<file path="config.mk">
export PLATFORM = sky130hd
export DESIGN_NAME = chlc_console
export DESIGN_NICKNAME = d
export VERILOG_FILES = /design/src/logic/chlc_pkg.sv /design/src/logic/chlc_console.sv
export SDC_FILE = /design/constraint.sdc
export NUM_CORES = 1
export LEC_CHECK = 0
export BUFFER_PORTS_ARGS = -buffer_cell sky130_fd_sc_hd__buf_2
export CORE_ASPECT_RATIO = 0.6
export CORE_MARGIN = 5
export CORE_UTILIZATION = 40
export DETAILED_ROUTE_END_ITERATION = 10
export GPL_TIMING_DRIVEN = 0
export PLACE_DENSITY = 0.78
export SETUP_SLACK_MARGIN = 0.4
export SLEW_MARGIN = 15
export SYNTH_ARGS = -nofsm -noshare
export SYNTH_HDL_FRONTEND = slang
export SYNTH_SLANG_ARGS = --single-unit
</file>
<file path="constraint.sdc">
create_clock -name clk_i -period 4.7 [get_ports clk_i]
set_input_delay 1.175 -clock clk_i [delete_from_list [all_inputs] [get_ports clk_i]]
set_output_delay 1.175 -clock clk_i [all_outputs]
set_load 0.03 [all_outputs]
</file>
<file path="src/logic/chlc_pkg.sv">
// constants and types for the console halt and load control
//
// Function
// - halt press stops both processors at syllable end, lights halt lamp
// - halt lamp stays lit until a load press actually starts a load
// - not-ready lamp lights when a checked unit becomes unavailable
// - checked: processors, memory, I/O controls, drums, message printer
// - a unit unavailable only because busy does not light not-ready
// - memory-check lamp lights while either parity interrupt is set
// - load press is ignored unless processor one is idle
// - drum load copies 512 words from drum one band 0 to cell 20 octal
// - after a drum load processor one starts at cell 20 octal
// - card load reads one card into cells 20 to 43 octal, then starts
// - card load always uses card reader one
// - processor one normal lamp on flag 1, control lamp on flag 0
// - processor two normal lamp on flag 1, control lamp on flag 0
// - power-on powers frame and drum, idles processors, lamp stays lit
// - power-off starts power-down of the whole system and its I/O
package chlc_pkg;

    // -----------------------------------------------------------------
    // register map
    // -----------------------------------------------------------------
    localparam logic [3:0] CHLC_OFS_CTRL   = 4'h0;
    localparam logic [3:0] CHLC_OFS_STATUS = 4'h4;

    // control register bit positions
    localparam int CHLC_CTL_HALT  = 0;
    localparam int CHLC_CTL_LOAD  = 1;
    localparam int CHLC_CTL_PON   = 2;
    localparam int CHLC_CTL_POFF  = 3;
    localparam int CHLC_CTL_SEL   = 4;
    localparam logic CHLC_SEL_RST = 1'b0;

    // -----------------------------------------------------------------
    // load geometry
    // -----------------------------------------------------------------
    localparam int          CHLC_AW        = 15;
    localparam int          CHLC_DW        = 48;
    localparam logic [14:0] CHLC_LOAD_BASE = 15'h0010;
    localparam logic [9:0]  CHLC_DRUM_WRDS = 10'h200;
    localparam logic [9:0]  CHLC_CARD_WRDS = 10'h014;
    localparam logic [1:0]  CHLC_DRUM_UNIT = 2'h0;
    localparam logic [1:0]  CHLC_CARD_UNIT = 2'h0;
    localparam logic [7:0]  CHLC_DRUM_BAND = 8'h00;

    // checked unit population
    localparam int CHLC_NMEM = 8;
    localparam int CHLC_NIOC = 4;

    typedef struct packed {
        logic [1:0]           proc;
        logic [CHLC_NMEM-1:0] mem;
        logic [CHLC_NIOC-1:0] ioc;
        logic [1:0]           drum;
        logic                 spo;
    } chlc_units_s;

    typedef struct packed {
        logic halt;
        logic not_ready;
        logic mem_check;
        logic a_normal;
        logic a_control;
        logic b_normal;
        logic b_control;
        logic power_on;
    } chlc_lamps_s;

    typedef enum logic [3:0] {
        CHLC_IDLE  = 4'h1,
        CHLC_DRUM  = 4'h2,
        CHLC_CARD  = 4'h4,
        CHLC_START = 4'h8
    } chlc_state_e;

endpackage : chlc_pkg
</file>
<file path="src/logic/chlc_console.sv">
// console halt, load and indicator control with a wishbone register port
//
// The Wishbone interface to the registers and the placing of the registers were decided locally.
`timescale 1ns/1ns
module chlc_console
    import chlc_pkg::*;
(
    input  wire logic               clk_i,
    input  wire logic               rst_i,
    // wishbone slave
    input  wire logic               wb_cyc_i,
    input  wire logic               wb_stb_i,
    input  wire logic               wb_we_i,
    input  wire logic [3:0]         wb_adr_i,
    input  wire logic [3:0]         wb_sel_i,
    input  wire logic [31:0]        wb_dat_i,
    output logic      [31:0]        wb_dat_o,
    output logic                    wb_ack_o,
    // processors
    input  wire logic [1:0]         proc_idle_i,
    input  wire logic [1:0]         proc_parity_i,
    input  wire logic [1:0]         normal_state_flag_i,
    output logic      [1:0]         proc_halt_o,
    output logic                    proc_idle_force_o,
    output logic                    proc_start_o,
    output logic      [CHLC_AW-1:0] proc_start_adr_o,
    // unit availability
    input  wire chlc_units_s        unit_avail_i,
    input  wire chlc_units_s        unit_busy_i,
    // core memory write port
    output logic                    mem_we_o,
    output logic      [CHLC_AW-1:0] mem_adr_o,
    output logic      [CHLC_DW-1:0] mem_dat_o,
    // drum source
    output logic                    drum_req_o,
    output logic      [1:0]         drum_unit_o,
    output logic      [7:0]         drum_band_o,
    input  wire logic               drum_vld_i,
    input  wire logic [CHLC_DW-1:0] drum_dat_i,
    // card source
    output logic                    card_req_o,
    output logic      [1:0]         card_unit_o,
    input  wire logic               card_vld_i,
    input  wire logic [CHLC_DW-1:0] card_dat_i,
    // power
    output logic                    power_main_o,
    output logic                    power_drum_o,
    output logic                    power_down_o,
    // lamps
    output chlc_lamps_s             lamps_o
);

    // -----------------------------------------------------------------
    // wishbone decode
    // -----------------------------------------------------------------
    logic        ack_q;
    logic        ack_d;
    logic [31:0] rdat_q;
    logic [31:0] rdat_d;
    logic        req;
    logic        wr_ctrl;
    logic        halt_press;
    logic        load_press;
    logic        pon_press;
    logic        poff_press;

    // one wait state keeps read data registered
    assign req     = wb_cyc_i && wb_stb_i && !ack_q;
    assign wr_ctrl = req && wb_we_i && wb_sel_i[0]
                     && (wb_adr_i == CHLC_OFS_CTRL);

    assign halt_press = wr_ctrl && wb_dat_i[CHLC_CTL_HALT];
    assign load_press = wr_ctrl && wb_dat_i[CHLC_CTL_LOAD];
    assign pon_press  = wr_ctrl && wb_dat_i[CHLC_CTL_PON];
    assign poff_press = wr_ctrl && wb_dat_i[CHLC_CTL_POFF];

    // -----------------------------------------------------------------
    // control state
    // -----------------------------------------------------------------
    chlc_state_e        st_q;
    chlc_state_e        st_d;
    logic               sel_q;
    logic               sel_d;
    logic               lsel_q;
    logic               lsel_d;
    logic               halt_q;
    logic               halt_d;
    logic               pwr_q;
    logic               pwr_d;
    logic               pdown_q;
    logic               pdown_d;
    logic               pidle_q;
    logic               pidle_d;
    logic [9:0]         cnt_q;
    logic [9:0]         cnt_d;
    logic               we_q;
    logic               we_d;
    logic [CHLC_AW-1:0] adr_q;
    logic [CHLC_AW-1:0] adr_d;
    logic [CHLC_DW-1:0] dat_q;
    logic [CHLC_DW-1:0] dat_d;
    logic               start_q;
    logic               start_d;
    logic               accept;

    // load only from an idle processor one and an idle sequencer
    // idle gate
    assign accept = load_press && proc_idle_i[0] && (st_q == CHLC_IDLE);

    // next-state logic for halt, power, and the load sequencer
    always_comb begin
        st_d    = st_q;
        sel_d   = sel_q;
        lsel_d  = lsel_q;
        halt_d  = halt_q;
        pwr_d   = pwr_q;
        pdown_d = 1'b0;
        pidle_d = 1'b0;
        cnt_d   = cnt_q;
        we_d    = 1'b0;
        adr_d   = adr_q;
        dat_d   = dat_q;
        start_d = 1'b0;
        if (wr_ctrl) begin
            sel_d = wb_dat_i[CHLC_CTL_SEL];
        end
        if (halt_press) begin
            halt_d = 1'b1;
        end
        if (pon_press) begin
            pwr_d   = 1'b1;
            pidle_d = 1'b1;
        end
        if (poff_press) begin
            pwr_d   = 1'b0;
            pdown_d = 1'b1;
        end
        unique case (st_q)
            CHLC_IDLE: begin
                if (accept) begin
                    halt_d = 1'b0;
                    lsel_d = sel_q;
                    cnt_d  = 10'h000;
                    adr_d  = CHLC_LOAD_BASE;
                    st_d   = sel_q ? CHLC_CARD : CHLC_DRUM;
                end
            end
            CHLC_DRUM: begin
                if (drum_vld_i) begin
                    we_d  = 1'b1;
                    dat_d = drum_dat_i;
                    adr_d = CHLC_LOAD_BASE + CHLC_AW'(cnt_q);
                    cnt_d = cnt_q + 10'h001;
                    if (cnt_q == CHLC_DRUM_WRDS - 10'h001) begin
                        st_d = CHLC_START;
                    end
                end
            end
            CHLC_CARD: begin
                if (card_vld_i) begin
                    we_d  = 1'b1;
                    dat_d = card_dat_i;
                    adr_d = CHLC_LOAD_BASE + CHLC_AW'(cnt_q);
                    cnt_d = cnt_q + 10'h001;
                    if (cnt_q == CHLC_CARD_WRDS - 10'h001) begin
                        st_d = CHLC_START;
                    end
                end
            end
            CHLC_START: begin
                start_d = 1'b1;
                st_d    = CHLC_IDLE;
            end
            default: begin
                st_d = CHLC_IDLE;
            end
        endcase
    end

    // registers for the control state
    always_ff @(posedge clk_i) begin
        if (rst_i) begin
            st_q    <= CHLC_IDLE;
            sel_q   <= CHLC_SEL_RST;
            lsel_q  <= CHLC_SEL_RST;
            halt_q  <= 1'b0;
            pwr_q   <= 1'b0;
            pdown_q <= 1'b0;
            pidle_q <= 1'b0;
            cnt_q   <= 10'h000;
            we_q    <= 1'b0;
            adr_q   <= '0;
            dat_q   <= '0;
            start_q <= 1'b0;
        end else begin
            st_q    <= st_d;
            sel_q   <= sel_d;
            lsel_q  <= lsel_d;
            halt_q  <= halt_d;
            pwr_q   <= pwr_d;
            pdown_q <= pdown_d;
            pidle_q <= pidle_d;
            cnt_q   <= cnt_d;
            we_q    <= we_d;
            adr_q   <= adr_d;
            dat_q   <= dat_d;
            start_q <= start_d;
        end
    end

    // -----------------------------------------------------------------
    // lamps
    // -----------------------------------------------------------------
    chlc_lamps_s lamp_q;
    chlc_lamps_s lamp_d;

    // lamps are registered so the panel never sees glitches
    always_comb begin
        lamp_d           = '0;
        lamp_d.halt      = halt_q;
        lamp_d.not_ready = |(~unit_avail_i & ~unit_busy_i);
        lamp_d.mem_check = |proc_parity_i;
        lamp_d.a_normal  = normal_state_flag_i[0];
        lamp_d.a_control = !normal_state_flag_i[0];
        lamp_d.b_normal  = normal_state_flag_i[1];
        lamp_d.b_control = !normal_state_flag_i[1];
        lamp_d.power_on  = pwr_q;
    end

    // lamp register
    always_ff @(posedge clk_i) begin
        if (rst_i) begin
            lamp_q <= '0;
        end else begin
            lamp_q <= lamp_d;
        end
    end

    // -----------------------------------------------------------------
    // wishbone answer
    // -----------------------------------------------------------------
    // unmapped addresses ack with zero data and writes are dropped
    always_comb begin
        ack_d  = req;
        rdat_d = 32'h0000_0000;
        if (req && !wb_we_i) begin
            if (wb_adr_i == CHLC_OFS_CTRL) begin
                rdat_d[CHLC_CTL_SEL] = sel_q;
            end else if (wb_adr_i == CHLC_OFS_STATUS) begin
                rdat_d[7:0]  = lamp_q;
                rdat_d[11:8] = st_q;
                rdat_d[12]   = lsel_q;
            end
        end
    end

    // bus answer register
    always_ff @(posedge clk_i) begin
        if (rst_i) begin
            ack_q  <= 1'b0;
            rdat_q <= 32'h0000_0000;
        end else begin
            ack_q  <= ack_d;
            rdat_q <= rdat_d;
        end
    end

    // -----------------------------------------------------------------
    // outputs
    // -----------------------------------------------------------------
    assign wb_ack_o  = ack_q;
    assign wb_dat_o  = rdat_q;
    assign lamps_o   = lamp_q;
    // processors finish the current syllable before honouring this
    assign proc_halt_o       = {2{halt_q}};
    assign proc_idle_force_o = pidle_q;
    assign proc_start_o      = start_q;
    assign proc_start_adr_o  = CHLC_LOAD_BASE;
    assign mem_we_o  = we_q;
    assign mem_adr_o = adr_q;
    assign mem_dat_o = dat_q;
    assign drum_req_o  = (st_q == CHLC_DRUM);
    assign drum_unit_o = CHLC_DRUM_UNIT;
    assign drum_band_o = CHLC_DRUM_BAND;
    assign card_req_o  = (st_q == CHLC_CARD);
    assign card_unit_o = CHLC_CARD_UNIT;
    assign power_main_o = pwr_q;
    assign power_drum_o = pwr_q;
    assign power_down_o = pdown_q;

    // -----------------------------------------------------------------
    // assertions
    // -----------------------------------------------------------------
    property p_halt_set;
        @(posedge clk_i) disable iff (rst_i)
        halt_press && !accept |=> halt_q ##1 lamps_o.halt;
    endproperty
    a_halt_set: assert property (p_halt_set)
        else $error("halt press did not light halt");

    property p_halt_hold;
        @(posedge clk_i) disable iff (rst_i)
        halt_q && !accept |=> halt_q;
    endproperty
    a_halt_hold: assert property (p_halt_hold)
        else $error("halt dropped without a load");

    property p_notready;
        @(posedge clk_i) disable iff (rst_i)
        1'b1 |=> lamps_o.not_ready ==
            $past(|(~unit_avail_i & ~unit_busy_i));
    endproperty
    a_notready: assert property (p_notready)
        else $error("not-ready lamp wrong");

    property p_memchk;
        @(posedge clk_i) disable iff (rst_i)
        $rose(|proc_parity_i) |=> lamps_o.mem_check;
    endproperty
    a_memchk: assert property (p_memchk)
        else $error("memory check lamp missed");

    property p_load_gate;
        @(posedge clk_i) disable iff (rst_i)
        st_q == CHLC_IDLE && !accept |=> st_q == CHLC_IDLE;
    endproperty
    a_load_gate: assert property (p_load_gate)
        else $error("load started without acceptance");

    property p_drum_end;
        @(posedge clk_i) disable iff (rst_i)
        st_q == CHLC_DRUM && drum_vld_i && cnt_q == 10'h1FF
        |=> st_q == CHLC_START ##1 proc_start_o;
    endproperty
    a_drum_end: assert property (p_drum_end)
        else $error("drum load length wrong");

    property p_start_adr;
        @(posedge clk_i) disable iff (rst_i)
        proc_start_o |-> proc_start_adr_o == 15'h0010;
    endproperty
    a_start_adr: assert property (p_start_adr)
        else $error("start address not cell 20 octal");

    property p_card_span;
        @(posedge clk_i) disable iff (rst_i)
        mem_we_o && lsel_q |-> mem_adr_o inside {[15'h0010:15'h0023]};
    endproperty
    a_card_span: assert property (p_card_span)
        else $error("card word outside cells 20 to 43");

    property p_lamp_a;
        @(posedge clk_i) disable iff (rst_i)
        !rst_i |=> lamps_o.a_normal != lamps_o.a_control
        && lamps_o.a_normal == $past(normal_state_flag_i[0]);
    endproperty
    a_lamp_a: assert property (p_lamp_a)
        else $error("processor one lamps wrong");

    property p_lamp_b;
        @(posedge clk_i) disable iff (rst_i)
        !rst_i |=> lamps_o.b_normal == $past(normal_state_flag_i[1])
        && lamps_o.b_control == !$past(normal_state_flag_i[1]);
    endproperty
    a_lamp_b: assert property (p_lamp_b)
        else $error("processor two lamps wrong");

    property p_pwr;
        @(posedge clk_i) disable iff (rst_i)
        pon_press && !poff_press |=> power_main_o && power_drum_o
            && proc_idle_force_o ##1 lamps_o.power_on;
    endproperty
    a_pwr: assert property (p_pwr)
        else $error("power on sequence wrong");

    property p_poff;
        @(posedge clk_i) disable iff (rst_i)
        poff_press |=> power_down_o && !power_main_o;
    endproperty
    a_poff: assert property (p_poff)
        else $error("power off not started");

    property p_sel_hold;
        @(posedge clk_i) disable iff (rst_i)
        st_q != CHLC_IDLE |=> $stable(lsel_q);
    endproperty
    a_sel_hold: assert property (p_sel_hold)
        else $error("load source changed mid load");

endmodule : chlc_console

</file>
=== Yosys cells after proc, flatten, opt, wreduce, memory -nomap -nowiden ===
Cells that the tools add are included.

* Bits in registers: 126
* Output and inout bits: 141
* Word-level logic and storage cells: 100

* Bitwise logic cells: 5
* Reductions and logical operators: 28
* Add/sub/neg operators: 2
* Equal/unequal tests: 12
* Mux-type cells: 29

{| class="wikitable"
|+ Operators by type and width
! kind !! count
|-
| 48-bit 2-to-1 mux || 2
|-
| 48-bit one-hot mux with 2 select lines || 1
|-
| 15-bit 2-to-1 mux || 3
|-
| 15-bit one-hot mux with 3 select lines || 1
|-
| 17-bit inverter || 2
|-
| 10-bit 2-to-1 mux || 3
|-
| 10-bit one-hot mux with 3 select lines || 1
|-
| 4-bit 2-to-1 mux || 5
|-
| 17-bit bitwise AND || 1
|-
| 17-bit OR reduction || 1
|-
| 13-bit 2-to-1 mux || 1
|-
| 1-bit logical AND || 12
|-
| 4-bit one-hot mux with 3 select lines || 1
|-
| 5-bit by 10-bit adder with 11-bit output (first input constant) || 1
|-
| 10-bit by 1-bit adder with 10-bit output (second input constant) || 1
|-
| 10-bit by 5-bit == test with 1-bit output (second input constant) || 1
|-
| 10-bit by 9-bit == test with 1-bit output (second input constant) || 1
|-
| 1-bit 2-to-1 mux || 9
|-
| 4-bit by 3-bit == test with 1-bit output (second input constant) || 2
|-
| 2-bit by 1-bit != test with 1-bit output (second input constant) || 4
|-
| 2-bit OR reduction || 3
|-
| 5-bit AND reduction || 1
|-
| 4-bit by 1-bit == test with 1-bit output (second input constant) || 1
|-
| 4-bit by 2-bit == test with 1-bit output (second input constant) || 1
|-
| other kinds (13) || 17
|}

=== Depth between registers and ports, before layout ===
* Word-level depth: 10
* Gate-level depth with buffers: 8
* Gate-level depth less buffers: 6

=== Least setup slack after synthesis ===
OpenSTA, ideal clock, no wires.

* Path type: input -> register
* From: input wb_adr_i[2]
* To: register cnt_q[9]
* Arrival: 2791 ps
* Data required time: 4630 ps
* Cell stages on the path: 5
* Setup time: 70 ps
* Path slack: 1839 ps
* Path buffers: 0
* Cell sequence: or4bb_1 > nor4_4 > o21ai_2 > or4_1 > a21oi_1

* Longest elaborated chain between the ends: 7

{| class="wikitable"
|+ Ends and longest elaborated chain
! item !! RTL line !! RTL
|-
| start, declared || chlc_console.sv:14 || <nowiki>input wire logic [3:0] wb_adr_i,</nowiki>
|-
| 4-bit zero test || chlc_console.sv:70 || <nowiki>&& (wb_adr_i == CHLC_OFS_CTRL);</nowiki>
|-
| 1-bit logical AND || chlc_console.sv:70 ||
|-
| 1-bit logical AND || chlc_console.sv:73 || <nowiki>assign load_press = wr_ctrl && wb_dat_i[CHLC_CTL_LOAD];</nowiki>
|-
| 1-bit logical AND (2 in a row) || chlc_console.sv:108 || <nowiki>assign accept = load_press && proc_idle_i[0] && (st_q == CHLC_IDLE);</nowiki>
|-
| 2-bit != test (no line) || - ||
|-
| 4-bit AND reduction (no line) || - ||
|-
| end signal, assigned || chlc_console.sv:203 || <nowiki>cnt_q <= cnt_d;</nowiki>
|-
| end, declared || chlc_console.sv:94 || <nowiki>logic [9:0] cnt_q;</nowiki>
|}

Every way passes these cells.
A chain may end at the register's enable or synchronous reset.

=== Worst setup path after layout ===
* From: register st_q[2]
* To: output card_req_o

* Longest elaborated chain between the ends: 1

{| class="wikitable"
|+ Ends and longest elaborated chain
! item !! RTL line !! RTL
|-
| start, declared || chlc_console.sv:80 || <nowiki>chlc_state_e st_q;</nowiki>
|-
| start signal, assigned || chlc_console.sv:196 || <nowiki>st_q <= st_d;</nowiki>
|-
| 4-bit by 3-bit == test with 1-bit output || chlc_console.sv:285 || <nowiki>assign card_req_o = (st_q == CHLC_CARD);</nowiki>
|-
| end, declared || chlc_console.sv:41 || <nowiki>output logic card_req_o,</nowiki>
|}

Every way passes these cells.

==> results <==
- The tightest min-delay check is of the register to register type.
- The overall overflow remaining after global route is 0.
- The cell count after synthesis came out at between 500 and 600.
- STA puts the critical path data arrival time at between 2000 and 2500 ps.
- TritonCTS built the clock tree.
- The maximum achievable frequency is 279.5 MHz.
- At the pin with the least slew margin, the transition time is 819.0 ps.
- The number of gates resized after CTS is 0.
- The post-CTS setup buffer count is 0.
- Counting both buffers and inverters, the worst setup path holds a total of 3.
- The final-report max-slew violation count came to 0.
- The most numerous cell type found on the critical path is sky130_fd_sc_hd__buf_2.
- In this run the vertical extent of the chip is 93.79 µm.
- The maximum clock skew at final layout is slightly above 9 ps.
- VDD sags by at most roughly 0.17 mV.
- Setup violations remaining at the end of the flow were counted as 0.
- The routed layout has approximately 4500 vias.
- The final RePlAce weighted congestion is about 0.86.
- The average vias per placed instance is around 4.7.
- In this run the worst setup path begins at st_q[2]$_SDFFE_PP0P_.
- The power density over the cells is roughly 280 nW/µm².
- After layout, the minimum clock period comes to around 3600 ps.
- The clock insertion delay at the later pin of the skew report is around 340 ps.
- The number of antenna diodes in the final layout is 0.
- The max-capacitance violation count is 0.
- Setup repair after global routing left no endpoint under its margin.
- The data required time at the worst endpoint is between 3000 and 4000 ps.
- After synthesis, the netlist uses 48 different library cells.
- The die area is 14040 µm².
- For this design the static power due to leakage is approximately 3.0 nW.
- The worst hold margin is around 450 ps.
- In the global route stage, overall resource usage came out at between 20 and 25%.
- The cell at the slowest stage of the critical path is sky130_fd_sc_hd__nor4b_2.
- The final net count is 988.
- The number of buffers on the longest clock path is 2.
- Walking the worst path, the cells encountered are buf_2 -> nor4b_2 -> clkbuf_1 -> buf_2.
- For this design, the sink count on the clock tree is 103.
- The CTS H-tree depth is 3.
- The total design power is 1.831 mW.
- In this run the tightest slew margin relative to its limit is between 40 and 50%.
- The TritonCTS buffer count is 9.
- The worst hold path begins at lamps_o[3]$_SDFF_PP0_.
- Summing every instance area after synthesis gives around 4700 µm².
- 324 I/O pins were placed.
- STA classifies the critical path endpoint as an output pin.
- The share of synthesized area occupied by flip-flops and latches is 44.05%.
- The site row count is 30.
- On the worst path, the slowest cell contributes a delay of ~650 ps.
- The cell type group with the largest total delay on the critical path is buffers and inverters.
- The initial cell density of the core is around 41%.
- The number of buffers inserted by hold repair at cts is 0.
- The area overhead of the layout relative to synthesis is 40.34%.
- The via count of the first global-routing pass is roughly 4300.
- The depth of the worst register-to-register path is 6.
- The share of flip-flops with an asynchronous set or reset after synthesis is 0%.
- The initial antenna violation count is 0.
- Clock-pin slew was measured on the worst setup and hold paths at roughly 70 ps.
- The worst setup path is launched from a register.
- Adding up every negative setup slack in the final design gives 0 ps.
- The post-route clock period utilization is between 70 and 80%.
- A synthesized cell averages slightly above 9 µm².
- Synthesis inferred a little over 100 register bits.
- The multi-input logic area is approximately 2200 µm².
- The final count of hold timing violations is 0.
- The core area is 11370 µm².
- The depth of the critical timing path with buffers and inverters included is 4.
- The maximum number of pins on one net before global-route repair is 19.
- The flip-flop cell with the highest count after synthesis is sky130_fd_sc_hd__dfxtp_1.
- The startpoint identified for the worst register-to-register timing path is st_q[2]$_SDFFE_PP0P_.
- Buffers placed on the I/O ports in this run total roughly 240.
- In this run the horizontal extent of the chip is around 150 µm.
- The routed design has 14.89 mm of wire.
- Summing all flip-flop and latch instances after layout gives between 2000 and 2500 µm².
- The worst setup path is of the register to output pin kind.
- After legalization and detailed placement, the total HPWL measured roughly 12 mm.
- The first global-routing pass estimated between 20 and 25 mm of wire.
- The Yosys step of the flow raised 0 warnings.
- The post-route netlist has approximately two fifths of its cells at a drive strength greater than 1.
- The remaining routing DRC violations is 0.
- The total of fill cells in the finished design is around 1000.
- The residual antenna-violating net count after detailed routing is 0.
- Clock tree synthesis selected as its root buffer the cell sky130_fd_sc_hd__clkbuf_16.
- Counting flops with a built-in enable in the synthesized netlist gives 0.
- The first-pass detailed-route iteration total is 4.
- The instance count along the most critical hold path is 1.
- The flow ran to the end, and the final reports show no timing, DRC or antenna violations.
- After detailed routing, the average wire length per cell comes to 15.40 µm.
- In this run the worst path has a maximum fanout of 10.
- The detailed router finished its first iteration with just over 200 violations.
==> report_power, final <==
part | internal, mW | switching, mW | leakage (nW)
sequential | 0.876 | 0.00165 | 0.831
combinational | 0.0957 | 0.125 | 2.07
clock | 0.399 | 0.335 | 0.150
==> cell families after synthesis <==
kind of cell | synth area share, %
muxes | 11.60
buffers and inverters | 12.00
DFF | 44.05
other | 0.1604
AOI/OAI and AO/OA | 13.53
xor gates and xnor gates | 1.310
and+or+nand+nor | 16.55
adders and majority gates | 0.8020
==> cell type report <==
| class | count | area share (%) |
|---|---|---|
| buffer | 85 | 8.267 |
| clock buffer | 11 | 3.848 |
| clock inverter | 5 | 0.7429 |
| inverter | 5 | 0.2857 |
| multi-input combinational | 357 | 34.06 |
| sequential | 103 | 31.39 |
| tap | 160 | 3.048 |
| timing repair buffer | 241 | 18.36 |
==> Yosys cell counts, types with 3 or more instances <==
cell type	n	area, µm²
sky130_fd_sc_hd__dfxtp_1	103	2062
sky130_fd_sc_hd__nor2_1	69	259.0
sky130_fd_sc_hd__buf_4	54	405.4
sky130_fd_sc_hd__a211oi_1	53	397.9
sky130_fd_sc_hd__mux2i_1	52	520.5
sky130_fd_sc_hd__nand2_1	21	78.83
sky130_fd_sc_hd__clkbuf_1	16	60.06
sky130_fd_sc_hd__and2_1	15	93.84
sky130_fd_sc_hd__a21oi_1	14	70.07
sky130_fd_sc_hd__buf_2	11	55.05
sky130_fd_sc_hd__o21ai_0	7	35.03
sky130_fd_sc_hd__nand3_1	6	30.03
sky130_fd_sc_hd__and3_1	5	31.28
sky130_fd_sc_hd__inv_1	5	18.77
sky130_fd_sc_hd__nor2b_1	5	31.28
sky130_fd_sc_hd__o22ai_1	5	31.28
sky130_fd_sc_hd__xnor2_1	5	43.79
sky130_fd_sc_hd__nor3_1	4	20.02
sky130_fd_sc_hd__nor4_1	4	25.02
sky130_fd_sc_hd__buf_1	3	11.26
sky130_fd_sc_hd__ha_1	3	37.54
sky130_fd_sc_hd__or3_1	3	18.77
sky130_fd_sc_hd__or4_1	3	22.52
==> layout by cell type (no fill, tap or decap), drive strengths merged, types with 6 or more instances in the layout <==
cell type  count
a211oi        53
a21oi         14
and2          15
buf          310
clkbuf        27
conb          50
dfxtp        103
inv            7
mux2i         52
nand2         21
nand3          6
nor2          69
o21ai          9
==> registers in the layout, indices dropped and copies added (netlist names) <==
register / flops
wb_dat_o: 13
halt_q: 1
power_drum_o: 1
mem_adr_o: 11
wb_ack_o: 1
sel_q: 1
lsel_q: 1
mem_dat_o: 48
st_q: 4
lamps_o: 8
cnt_q: 10
power_down_o: 1
proc_idle_force_o: 1
proc_start_o: 1
mem_we_o: 1
==> metrics by stage <==
step | setup slack (ps) | cell area [µm²] | instances | utilization [%]
finish | 1122 | 6569 | 967 | 57.76
global route | 969.5 | 6569 | 967 | 57.76
CTS | 1088 | 6569 | 967 | 57.76
detailed placement | 1479 | 6267 | 951 | 55.10
global placement | 1468 | 6267 | 951 | 55.10
floorplan | 1839 | 4861 | 550 | -
==> per-layer routing <==
layer,global-route usage [%],share of wire [%],vias up
li1,-,-,2261
met2,33.42,48,146
met5,0,0,-
met3,4.870,6.7,6
met1,28.09,45,2101
met4,3.501,0.45,0
==> path summary, 6_finish.rpt <==
check / end / slack [ps]
worst max-delay path: card_req_o / 1120
worst min-delay path: wb_dat_o[3]$_SDFF_PP0_ / 450
worst max register to register: mem_dat_o[34]$_SDFFE_PP0P_ / 2250
worst min register to register: wb_dat_o[3]$_SDFF_PP0_ / 450
(Power assumes the default switching activity.)
